===== src/trst_pkg.sv =====
// package for the transfer request stage tracker: register map,
// field positions, depth codes and the bus carrier types.
// assumes a 32-bit apb slave and a same-clock upstream controller.

`default_nettype none

package trst_pkg;

    ////////////////////////////////////////////////////////////////////
    // widths
    localparam int TR_W = 32;
    localparam int ADDR_W = 12;
    localparam int DATA_W = 32;
    localparam int PTR_W = 2;
    localparam int OCC_W = 3;
    localparam int WACK_W = 4;
    localparam int FIFO_ENTRIES = 4;

    ////////////////////////////////////////////////////////////////////
    // register offsets (byte addresses)
    localparam logic [ADDR_W-1:0] STATUS_OFF = 12'h000;
    localparam logic [ADDR_W-1:0] CONFIG_OFF = 12'h004;
    localparam logic [ADDR_W-1:0] CONTROL_OFF = 12'h008;

    // status fields
    localparam int PROG_BIT = 0;
    localparam int SRC_BIT = 1;
    localparam int WACK_BIT = 2;
    localparam int OCC_LSB = 4;
    localparam int OCC_MSB = 6;
    localparam int HEAD_LSB = 11;
    localparam int HEAD_MSB = 12;
    // config and control fields
    localparam int DEPTH_LSB = 8;
    localparam int DEPTH_MSB = 9;
    localparam int HOLD_BIT = 0;

    ////////////////////////////////////////////////////////////////////
    // destination depth codes and occupancy values
    localparam logic [1:0] DEPTH_CODE_1 = 2'h0;
    localparam logic [1:0] DEPTH_CODE_2 = 2'h1;
    localparam logic [1:0] DEPTH_CODE_4 = 2'h2;
    localparam logic [1:0] DEST_DEPTH_CFG = DEPTH_CODE_4;
    localparam logic [OCC_W-1:0] OCC_EMPTY = 3'h0;
    localparam logic [OCC_W-1:0] OCC_ONE = 3'h1;
    localparam logic [OCC_W-1:0] OCC_TWO = 3'h2;
    localparam logic [OCC_W-1:0] OCC_FOUR = 3'h4;
    localparam logic [WACK_W-1:0] WACK_ZERO = 4'h0;
    localparam logic [WACK_W-1:0] WACK_ONE = 4'h1;
    localparam logic [WACK_W-1:0] WACK_MAX = 4'hf;

    function automatic logic [OCC_W-1:0] depth_entries(
        input logic [1:0] code);
        case (code)
            DEPTH_CODE_1: depth_entries = OCC_ONE;
            DEPTH_CODE_2: depth_entries = OCC_TWO;
            default: depth_entries = OCC_FOUR;
        endcase
    endfunction

    ////////////////////////////////////////////////////////////////////
    typedef struct packed {
        logic psel;
        logic penable;
        logic pwrite;
        logic [ADDR_W-1:0] paddr;
        logic [DATA_W-1:0] pwdata;
    } trst_apb_req_type;

    typedef struct packed {
        logic [DATA_W-1:0] prdata;
        logic pready;
        logic pslverr;
    } trst_apb_rsp_type;

    typedef enum logic {
        PROG_IDLE = 1'b0,
        PROG_BUSY = 1'b1
    } trst_prog_state_type;

endpackage

`default_nettype wire


===== src/trst_dest_mem.sv =====
// storage for the destination register fifo entries.
// assumes one write and one read per cycle; read data registered.

`timescale 1ns/1ps
`default_nettype none

module trst_dest_mem (
    input wire logic clk,
    input wire logic reset,
    input wire logic we,
    input wire logic [trst_pkg::PTR_W-1:0] waddr,
    input wire logic [trst_pkg::TR_W-1:0] wdata,
    input wire logic [trst_pkg::PTR_W-1:0] raddr,
    output logic [trst_pkg::TR_W-1:0] rdata
);
    import trst_pkg::*;

    logic [TR_W-1:0] mem_q [FIFO_ENTRIES];

    always_ff @(posedge clk) begin
        if (we) begin
            mem_q[waddr] <= wdata;
        end
    end

    // write-first so a push into an empty fifo shows at the head at once
    always_ff @(posedge clk or posedge reset) begin
        if (reset) begin
            rdata <= '0;
        end else if (we && (waddr == raddr)) begin
            rdata <= wdata;
        end else begin
            rdata <= mem_q[raddr];
        end
    end
endmodule

`default_nettype wire


===== src/trst_src_stage.sv =====
// source-active register set: one transfer request being read.
// assumes load only while idle or on the cycle it goes idle.

`timescale 1ns/1ps
`default_nettype none

module trst_src_stage (
    input wire logic clk,
    input wire logic reset,
    input wire logic load,
    input wire logic [trst_pkg::TR_W-1:0] load_data,
    input wire logic done,
    output logic active,
    output logic [trst_pkg::TR_W-1:0] data
);
    import trst_pkg::*;

    // a load in the done cycle wins, so no request slips by
    always_ff @(posedge clk or posedge reset) begin
        if (reset) begin
            active <= 1'b0;
        end else if (load) begin
            active <= 1'b1;
        end else if (done) begin
            active <= 1'b0;
        end
    end

    // contents stay after going idle, handy for debug
    always_ff @(posedge clk or posedge reset) begin
        if (reset) begin
            data <= '0;
        end else if (load) begin
            data <= load_data;
        end
    end
endmodule

`default_nettype wire


===== src/trst_tracker.sv =====
// transfer request stage tracker: programming stage, source stage,
// destination fifo and the status/config/control registers on apb.
// assumes every input comes from logic on clk; no pins are sampled.
//
// The APB register port and the register offsets were chosen for this implementation.

`timescale 1ns/1ps
`default_nettype none

// Contract
// - occupancy field gives requests held in destination fifo, 0h-4h only.
// - with depth four, occupancy 4h means the destination fifo is full.
// - programmed request enters an empty destination fifo at once unless the control hold bit is set.
// - partly filled fifo takes the request at once only if source idle.
// - a full destination fifo accepts no further request.
// - full ends only when the head request completes and frees an entry.
// - status bit 2 is one while any write status is still owed.
// - status bit 1 is one while the source stage serves a request.
// - an idle source stage keeps its last request's contents.
// - status bit 0 is one while the programming stage holds a request.
// - occupancy sits in status bits 6 to 4, zero meaning empty.
// - config bits 9 to 8 give the fixed destination depth code.
module trst_tracker (
    input wire logic clk,
    input wire logic reset,
    input wire trst_pkg::trst_apb_req_type apb_req,
    output trst_pkg::trst_apb_rsp_type apb_rsp,
    input wire logic tr_load_valid,
    input wire logic [trst_pkg::TR_W-1:0] tr_load_data,
    input wire logic src_done,
    input wire logic dst_done,
    input wire logic wr_cmd_issue,
    input wire logic wr_status_ret,
    output logic program_stage_busy,
    output logic source_stage_active,
    output logic write_ack_pending,
    output logic [trst_pkg::OCC_W-1:0] dest_fifo_occupancy,
    output logic [trst_pkg::TR_W-1:0] src_tr_data,
    output logic [trst_pkg::TR_W-1:0] dest_head_data,
    output logic dest_head_valid
);
    import trst_pkg::*;

    trst_prog_state_type prog_q;
    logic [TR_W-1:0] prog_data_q;
    logic hold_q;
    logic [OCC_W-1:0] occ_q;
    logic [OCC_W-1:0] occ_d;
    logic [PTR_W-1:0] wr_ptr_q;
    logic [PTR_W-1:0] rd_ptr_q;
    logic [PTR_W-1:0] rd_ptr_d;
    logic [WACK_W-1:0] wack_q;
    logic [OCC_W-1:0] dest_fifo_depth_cfg;
    logic fifo_empty;
    logic fifo_full;
    logic move;
    logic pop;
    logic [DATA_W-1:0] status_word;
    logic [DATA_W-1:0] config_word;
    logic [DATA_W-1:0] control_word;
    logic access;
    logic done_edge;
    logic mapped;

    ////////////////////////////////////////////////////////////////////
    // destination fifo state

    assign dest_fifo_depth_cfg = depth_entries(DEST_DEPTH_CFG);
    assign fifo_empty = (occ_q == OCC_EMPTY);
    assign fifo_full = (occ_q == dest_fifo_depth_cfg);

    // empty: go now; partial: only with source idle; full: blocked
    assign move = (prog_q == PROG_BUSY) && !hold_q && !fifo_full
        && (fifo_empty || !source_stage_active);

    // only a completed head request frees an entry
    assign pop = dst_done && !fifo_empty;

    always_comb begin
        occ_d = occ_q;
        rd_ptr_d = rd_ptr_q;
        if (move && !pop) begin
            occ_d = occ_q + OCC_ONE;
        end else if (pop && !move) begin
            occ_d = occ_q - OCC_ONE;
        end
        if (pop) begin
            rd_ptr_d = rd_ptr_q + 2'h1;
        end
    end

    always_ff @(posedge clk or posedge reset) begin
        if (reset) begin
            occ_q <= OCC_EMPTY;
        end else begin
            occ_q <= occ_d;
        end
    end

    always_ff @(posedge clk or posedge reset) begin
        if (reset) begin
            wr_ptr_q <= '0;
            rd_ptr_q <= '0;
        end else begin
            rd_ptr_q <= rd_ptr_d;
            if (move) begin
                wr_ptr_q <= wr_ptr_q + 2'h1;
            end
        end
    end

    always_ff @(posedge clk or posedge reset) begin
        if (reset) begin
            dest_head_valid <= 1'b0;
            dest_fifo_occupancy <= OCC_EMPTY;
        end else begin
            dest_head_valid <= (occ_d != OCC_EMPTY);
            dest_fifo_occupancy <= occ_d;
        end
    end

    trst_dest_mem u_mem (
        .clk(clk),
        .reset(reset),
        .we(move),
        .waddr(wr_ptr_q),
        .wdata(prog_data_q),
        .raddr(rd_ptr_d),
        .rdata(dest_head_data)
    );

    ////////////////////////////////////////////////////////////////////
    // programming stage

    always_ff @(posedge clk or posedge reset) begin
        if (reset) begin
            prog_q <= PROG_IDLE;
        end else begin
            case (prog_q)
                PROG_IDLE: begin
                    // a load while busy is dropped; upstream waits
                    if (tr_load_valid) begin
                        prog_q <= PROG_BUSY;
                    end
                end
                PROG_BUSY: begin
                    if (move) begin
                        prog_q <= PROG_IDLE;
                    end
                end
                default: prog_q <= PROG_IDLE;
            endcase
        end
    end

    always_ff @(posedge clk or posedge reset) begin
        if (reset) begin
            prog_data_q <= '0;
        end else if (tr_load_valid && (prog_q == PROG_IDLE)) begin
            prog_data_q <= tr_load_data;
        end
    end

    // next-state copy so the pin flop matches the state exactly
    always_ff @(posedge clk or posedge reset) begin
        if (reset) begin
            program_stage_busy <= 1'b0;
        end else if (prog_q == PROG_IDLE) begin
            program_stage_busy <= tr_load_valid;
        end else begin
            program_stage_busy <= !move;
        end
    end

    ////////////////////////////////////////////////////////////////////
    // source stage

    trst_src_stage u_src (
        .clk(clk),
        .reset(reset),
        .load(move),
        .load_data(prog_data_q),
        .done(src_done),
        .active(source_stage_active),
        .data(src_tr_data)
    );

    ////////////////////////////////////////////////////////////////////
    // outstanding write status

    // saturates rather than wraps; 15 in flight is far beyond need
    always_ff @(posedge clk or posedge reset) begin
        if (reset) begin
            wack_q <= WACK_ZERO;
        end else if (wr_cmd_issue && !wr_status_ret) begin
            if (wack_q != WACK_MAX) begin
                wack_q <= wack_q + WACK_ONE;
            end
        end else if (wr_status_ret && !wr_cmd_issue) begin
            if (wack_q != WACK_ZERO) begin
                wack_q <= wack_q - WACK_ONE;
            end
        end
    end

    always_ff @(posedge clk or posedge reset) begin
        if (reset) begin
            write_ack_pending <= 1'b0;
        end else if (wr_cmd_issue) begin
            write_ack_pending <= 1'b1;
        end else if (wr_status_ret) begin
            write_ack_pending <= (wack_q > WACK_ONE);
        end
    end

    ////////////////////////////////////////////////////////////////////
    // register words

    always_comb begin
        status_word = '0;
        status_word[PROG_BIT] = program_stage_busy;
        status_word[SRC_BIT] = source_stage_active;
        status_word[WACK_BIT] = write_ack_pending;
        status_word[OCC_MSB:OCC_LSB] = dest_fifo_occupancy;
        status_word[HEAD_MSB:HEAD_LSB] = rd_ptr_q;
    end

    always_comb begin
        config_word = '0;
        config_word[DEPTH_MSB:DEPTH_LSB] = DEST_DEPTH_CFG;
    end

    always_comb begin
        control_word = '0;
        control_word[HOLD_BIT] = hold_q;
    end

    ////////////////////////////////////////////////////////////////////
    // apb slave, one wait state

    assign access = apb_req.psel && apb_req.penable;
    assign done_edge = access && apb_rsp.pready;
    assign mapped = (apb_req.paddr == STATUS_OFF)
        || (apb_req.paddr == CONFIG_OFF)
        || (apb_req.paddr == CONTROL_OFF);

    always_ff @(posedge clk or posedge reset) begin
        if (reset) begin
            apb_rsp <= '0;
        end else if (access && !apb_rsp.pready) begin
            apb_rsp.pready <= 1'b1;
            apb_rsp.pslverr <= !mapped;
            case (apb_req.paddr)
                STATUS_OFF: apb_rsp.prdata <= status_word;
                CONFIG_OFF: apb_rsp.prdata <= config_word;
                CONTROL_OFF: apb_rsp.prdata <= control_word;
                default: apb_rsp.prdata <= '0;
            endcase
        end else begin
            apb_rsp.pready <= 1'b0;
            apb_rsp.pslverr <= 1'b0;
        end
    end

    // writes to the read-only words are quietly dropped
    always_ff @(posedge clk or posedge reset) begin
        if (reset) begin
            hold_q <= 1'b0;
        end else if (done_edge && apb_req.pwrite
            && (apb_req.paddr == CONTROL_OFF)) begin
            hold_q <= apb_req.pwdata[HOLD_BIT];
        end
    end
endmodule

`default_nettype wire


===== config.mk =====
export PLATFORM = sky130hd
export DESIGN_NAME = trst_tracker
export DESIGN_NICKNAME = d
export VERILOG_FILES = /design/src/trst_pkg.sv /design/src/trst_dest_mem.sv /design/src/trst_src_stage.sv /design/src/trst_tracker.sv
export SDC_FILE = /design/constraint.sdc
export NUM_CORES = 1
export LEC_CHECK = 0
export BUFFER_PORTS_ARGS = -buffer_cell sky130_fd_sc_hd__buf_2
export CELL_PAD_IN_SITES_DETAIL_PLACEMENT = 0
export CELL_PAD_IN_SITES_GLOBAL_PLACEMENT = 1
export CORE_ASPECT_RATIO = 0.8
export CORE_UTILIZATION = 50
export DETAILED_ROUTE_END_ITERATION = 10
export PLACE_DENSITY_LB_ADDON = 0.05
export SLEW_MARGIN = 15
export SYNTH_ARGS = -nofsm -noshare
export SYNTH_HDL_FRONTEND = slang
export SYNTH_SLANG_ARGS = --single-unit

===== constraint.sdc =====
create_clock -name clk -period 7.3 [get_ports clk]
set_input_delay 0.365 -clock clk [delete_from_list [all_inputs] [get_ports clk]]
set_output_delay 0.365 -clock clk [all_outputs]
set_load 0.005 [all_outputs]

# After elaboration in Yosys (flattened, before gate mapping)

Memory sizes are Yosys's and may differ from the RTL's. A register that Yosys moved wholly into a read port is not among the register bits.
Cells that the tools add are included.

Flip-flop bits (word level): 115
Memory bits (writable): 128
Input bits: 86
Bits in latches: 0
Word-level logic and storage cells: 84
Memory bits (read-only): 0
Memories: 1

Shift operators: 0
Magnitude comparators: 1
Multiplexer cells: 19
Bitwise operators: 1
$mul: 0
Reductions and logical operators: 36
Add/sub/neg operators: 6
Equal/unequal tests: 5
Div/mod/pow operators: 0

Memory list:

| memory      | depth | bits a word | read ports | clocked after memory_dff | wr ports | line                | text |
|---|---|---|---|---|---|---|---|
| u_mem.mem_q | 4     | 32          | 1          | 1                        | 1        | trst_dest_mem.sv:18 | `logic [TR_W-1:0] mem_q [FIFO_ENTRIES];` |

Operator list:

| kind                | count |
|---|---|
| $pmux 13 s3         | 1 |
| $mux 4              | 4 |
| $logic_and 1x1->1   | 14 |
| $eq 12x3->1 const B | 1 |
| $eq 12x4->1 const B | 1 |
| $logic_not 12->1    | 1 |
| $logic_not 1->1     | 10 |
| $mux 1              | 9 |
| $reduce_bool 2->1   | 4 |
| $mux 3              | 2 |
| $add 2x1->2 const B | 2 |
| $add 4x1->4 const B | 1 |
| $gt 4x1->1 const B  | 1 |
| $mux 2              | 2 |
| $ne 4x4->1 const B  | 1 |
| $reduce_bool 4->1   | 1 |
| $sub 4x1->4 const B | 1 |
| $add 3x1->3 const B | 1 |
| $eq 3x3->1 const B  | 1 |
| $logic_not 3->1     | 1 |
| $logic_or 1x1->1    | 3 |
| $reduce_and 3->1    | 1 |
| $reduce_bool 3->1   | 1 |
| $sub 3x1->3 const B | 1 |
| 3 further kinds     | 3 |

# Longest topological paths before layout

Depth after elaboration: 9
Gate-level depth with buffers: 10
Depth with buffers taken out: 7

# Cells and area by module

A second synthesis with hierarchy kept.

Cells, all modules: 544
Area, all modules: 10118.5 um^2

By module, submodules not included:

| module         | instances | cells each | area each (um^2) |
|---|---|---|---|
| trst_dest_mem  | 1         | 244        | 6009.5 |
| trst_tracker   | 1         | 228        | 2727.6 |
| trst_src_stage | 1         | 72         | 1381.3 |

# Least setup slack after synthesis

OpenSTA, ideal clock, no wires.

Path kind: register -> register
Start point: register, netlist name dest_fifo_occupancy[1]
End point: memory u_mem.mem_q[0][0] (enable)
Setup slack: 4.697 ns
Path buffers: 2
Stages on the path, launching flop included: 8
Data required time: 6.908 ns
Data arrival time: 2.211 ns
Path through: dfrtp_1 > inv_1 > ha_1 > nor2b_1 > buf_6 > o21a_1 > clkbuf_1 > and2_1

RTL lines:

| item             | line |
|---|---|
| end: declaration | trst_dest_mem.sv:18 |

==> flow_summary.rst <==
.. list-table::
   :header-rows: 1

   * - Metric
     - Value
   * - WL final
     - roughly 17000 um
   * - Overall via count from detail_route
     - just under 5000
   * - Post-synthesis xor/xnor area fraction
     - 0.008961
   * - Post-route setup TNS
     - 0 ps
   * - Boundary pin count
     - 191
   * - Slew of the pin with the lowest slew margin
     - around 1100 ps
   * - Area growth, synth to finish
     - 16.77%
   * - Pre-antenna DRT Iters
     - 6
   * - Buffer type at the clock tree root
     - sky130_fd_sc_hd__clkbuf_16
   * - Initial antenna violation count
     - 1
   * - Worst hold margin
     - around 45 ps
   * - Number of failing setup endpoints in the final timing report
     - 0
   * - CTS H-tree lvls
     - 1
   * - Most frequent cells in the layout
     - sky130_fd_sc_hd__buf_2, sky130_fd_sc_hd__edfxtp_1, sky130_fd_sc_hd__dfrtp_1, sky130_fd_sc_hd__mux2_2, sky130_fd_sc_hd__mux4_2
   * - Pwr/cell area
     - roughly 460 nW/um^2
   * - HP Start
     - src_done
   * - Netlist Area Pre-Place
     - ~10000 um^2
   * - Synth cell types
     - 36
   * - Fraction of synthesized area in multiplexers
     - 0.1909
   * - Leak
     - ~4.6 nW
   * - Category of the worst setup path launch point
     - flop
   * - Count of filler cells inserted in the layout
     - between 1000 and 1500
   * - Clock input transition at the sequential cells of the worst setup and hold paths
     - roughly 60 ps
   * - Die boundary height
     - 127.1 um
   * - Worst-Skew Late Latency
     - roughly 500 ps
   * - Standard cell core area
     - 19090 um^2
   * - Effective utilization at floorplan
     - 0.5121
   * - Routed length per instance
     - ~18 um
   * - Achievable Freq
     - 314.8 MHz
   * - Count of standard-cell rows
     - 45
   * - Crit path arrival time
     - 3550 ps
   * - Warnings, synthesis
     - 0
   * - Flip-flop and latch count after synthesis
     - roughly 250
   * - Die X
     - around 160 um
   * - Post-synthesis share of cell area spent on full adders, half adders and majority gates
     - 0.01741
   * - Kind of path behind the tightest hold check
     - input pin to flop
   * - GPL Wtd Cong
     - roughly 0.73
   * - Post-CTS repair timing setup buffer count
     - 0
   * - Headroom to the max-slew limit
     - 0.2575
   * - TritonCTS Buffers
     - 25
   * - Critical path startpoint
     - dest_fifo_occupancy[1]
   * - First-iteration detailed-routing DRC count
     - 246
   * - Die ar.
     - just over 20000 um^2
   * - Outcome
     - completed
   * - First-pass GRT wire length
     - approximately 27000 um
   * - Overall overflow remaining after global route
     - 0
   * - Mean Syn Cell Area
     - roughly 18 um^2
   * - Maximum number of pins on one net before global-route repair
     - 71
   * - Unrepaired setup endpoints after global routing
     - no
   * - Hold-fix buffer count after cts
     - 1
   * - Clock tree from TritonCTS
     - built
   * - Crit path kind
     - flop to flop
   * - Setup clock skew after layout
     - 12.41 ps
   * - CTS Sinks
     - approximately 250
   * - Dominant combinational cell family by area after synthesis
     - multiplexers
   * - Number of buffers on the longest clock path
     - 3
   * - Input/output buffers
     - around 140
   * - Clock period minus final worst setup slack
     - 3177 ps
   * - Synth Instances
     - approximately 540
   * - Kind of end point of the critical path
     - flop
   * - Total track usage
     - 0.1761
   * - Compound-gate portion of the synthesized area
     - 0.01651
   * - Fin nets
     - between 700 and 800
   * - Most frequent standard cell in the layout excluding fill and tap cells
     - sky130_fd_sc_hd__buf_2
   * - Number of hold-slack violations in the final timing report
     - 0
   * - Ratio of cells with drive above 1 in the final layout
     - 0.4549
   * - Share of the clock period used by the worst path
     - 0.4352
   * - Synth Area in Simple Gates
     - 0.02253
   * - Critical path required time
     - approximately 7700 ps
   * - IR drop worst, VDD
     - 227.3 uV
   * - Detailed placer's ending HPWL
     - ~10000 um
   * - Max-capacitance violation count
     - 0
   * - Final routed DRC violation total
     - 0
   * - Vias in the first global route
     - approximately 5000
   * - Seq/Total Area, Yosys
     - 0.7081
   * - Crit path max fanout
     - 33
   * - PostCTS Resize Cnt
     - 0
   * - Via density
     - 5.156
   * - DRT antenna net count
     - 0
   * - Launching point of the worst reg2reg path
     - dest_fifo_occupancy[1]
   * - Final max-slew violation count
     - 0
routing by layer:
layer  GRT usage  vias to the layer above  share of wire
met5           0                        -              0
met4     0.04129                        0          0.020
met3     0.03121                       27          0.041
met2      0.2859                      129           0.47
met1      0.2498                     2525           0.47
li1            -                     2258              -
stage by stage:
step	utilization	instance area (um^2)	total power, W	worst slack, ps	std cells
finish	0.5980	11410	0.005277	4123	958
detailed placement	0.5573	10640	0.004150	4089	911
CTS	0.5978	11410	0.005358	4082	957
global route	0.5980	11410	0.005599	3885	958
global placement	0.5573	10640	0.004082	4134	911
floorplan	-	9857	0.003592	3664	557
synthesized netlist by cell type, drive strengths merged:
cell type / n / area, um^2
edfxtp: 128 / 3844
dfrtp: 123 / 3078
mux2: 99 / 1115
buf: 34 / 254.0
mux4: 32 / 720.7
inv: 14 / 52.55
ha: 12 / 150.1
clkbuf: 10 / 37.54
nand2: 9 / 33.78
nor2: 8 / 30.03
a22o: 7 / 61.31
o21ai: 7 / 35.03
xnor2: 6 / 52.55
a21oi: 5 / 25.02
and2: 5 / 31.28
xor2: 4 / 35.03
mux2i: 3 / 30.03
nand3: 3 / 15.01
nor2b: 3 / 18.77
nor3: 3 / 15.01
nor4: 3 / 18.77
maj3: 2 / 20.02
nand2b: 2 / 12.51
nand4: 2 / 12.51
o21a: 2 / 15.01
or2: 2 / 12.51
or3: 2 / 12.51
a31o: 1 / 8.760
conb: 1 / 3.750
o311ai: 1 / 8.760
o31ai: 1 / 7.510
or4: 1 / 7.510
where the power goes:
part           leakage (nW)  total [W]  switching, W  internal, W
Combinational          1.60    0.00163      0.000736     0.000889
Clock                 0.377    0.00119      0.000496     0.000696
Sequential             2.63    0.00246      0.000319      0.00214
Total                  4.61    0.00528       0.00155      0.00373
path summary, 6_finish.rpt:
kind                                         to  slack, ps  cells after the start
worst min-delay path               u_src.active         40                      2
min in group asynchronous       prog_data_q[27]        440                      3
worst min register to register       apb_rsp[2]        480                      2
worst max register to register  u_mem.rdata[27]       4120                      8
worst max-delay path            u_mem.rdata[27]       4120                      8
max in group asynchronous       prog_data_q[28]       5520                      4
final cells by class:
cell class	count	area [um^2]	area share
timing repair buffer	141	720.7	0.06314
inverter	14	57.56	0.005043
antenna	1	2.502	0.0002193
tap	258	322.8	0.02828
multi-input combinational	248	2625	0.2300
clock inverter	9	66.31	0.005810
clock buffer	36	696.9	0.06106
sequential	251	6922	0.6064
state kept, by name, indices dropped and copies added, names as in the netlist:
register and cells:
u_mem.rdata 32, rd_ptr_q 2, dest_head_valid 1, dest_fifo_occupancy 3, prog_data_q 32, prog_q 1
u_src.data 32, hold_q 1, u_src.active 1, wr_ptr_q 2, u_mem.mem_q 128, write_ack_pending 1
apb_rsp 11, wack_q 4
cell families after synthesis:
kind of cell	count (synthesis)
AO/OA/AOI/OAI	24
XOR/XNOR	10
adder cells (fa/ha/maj)	14
buffers and inverters	58
flip-flops	251
multiplexers	134
other	1
AND/OR/NAND/NOR	43
critical path, stage by stage, from the launching register on:
cell and delay (ps):
sky130_fd_sc_hd__dfrtp_1 420, sky130_fd_sc_hd__inv_1 140, sky130_fd_sc_hd__ha_1 210, sky130_fd_sc_hd__nor2b_1 490, sky130_fd_sc_hd__or3_1 210, sky130_fd_sc_hd__and2_2 140
sky130_fd_sc_hd__buf_4 560, sky130_fd_sc_hd__mux4_2 590, sky130_fd_sc_hd__mux2_2 290
Note: power is estimated with default switching activity, not from simulation.
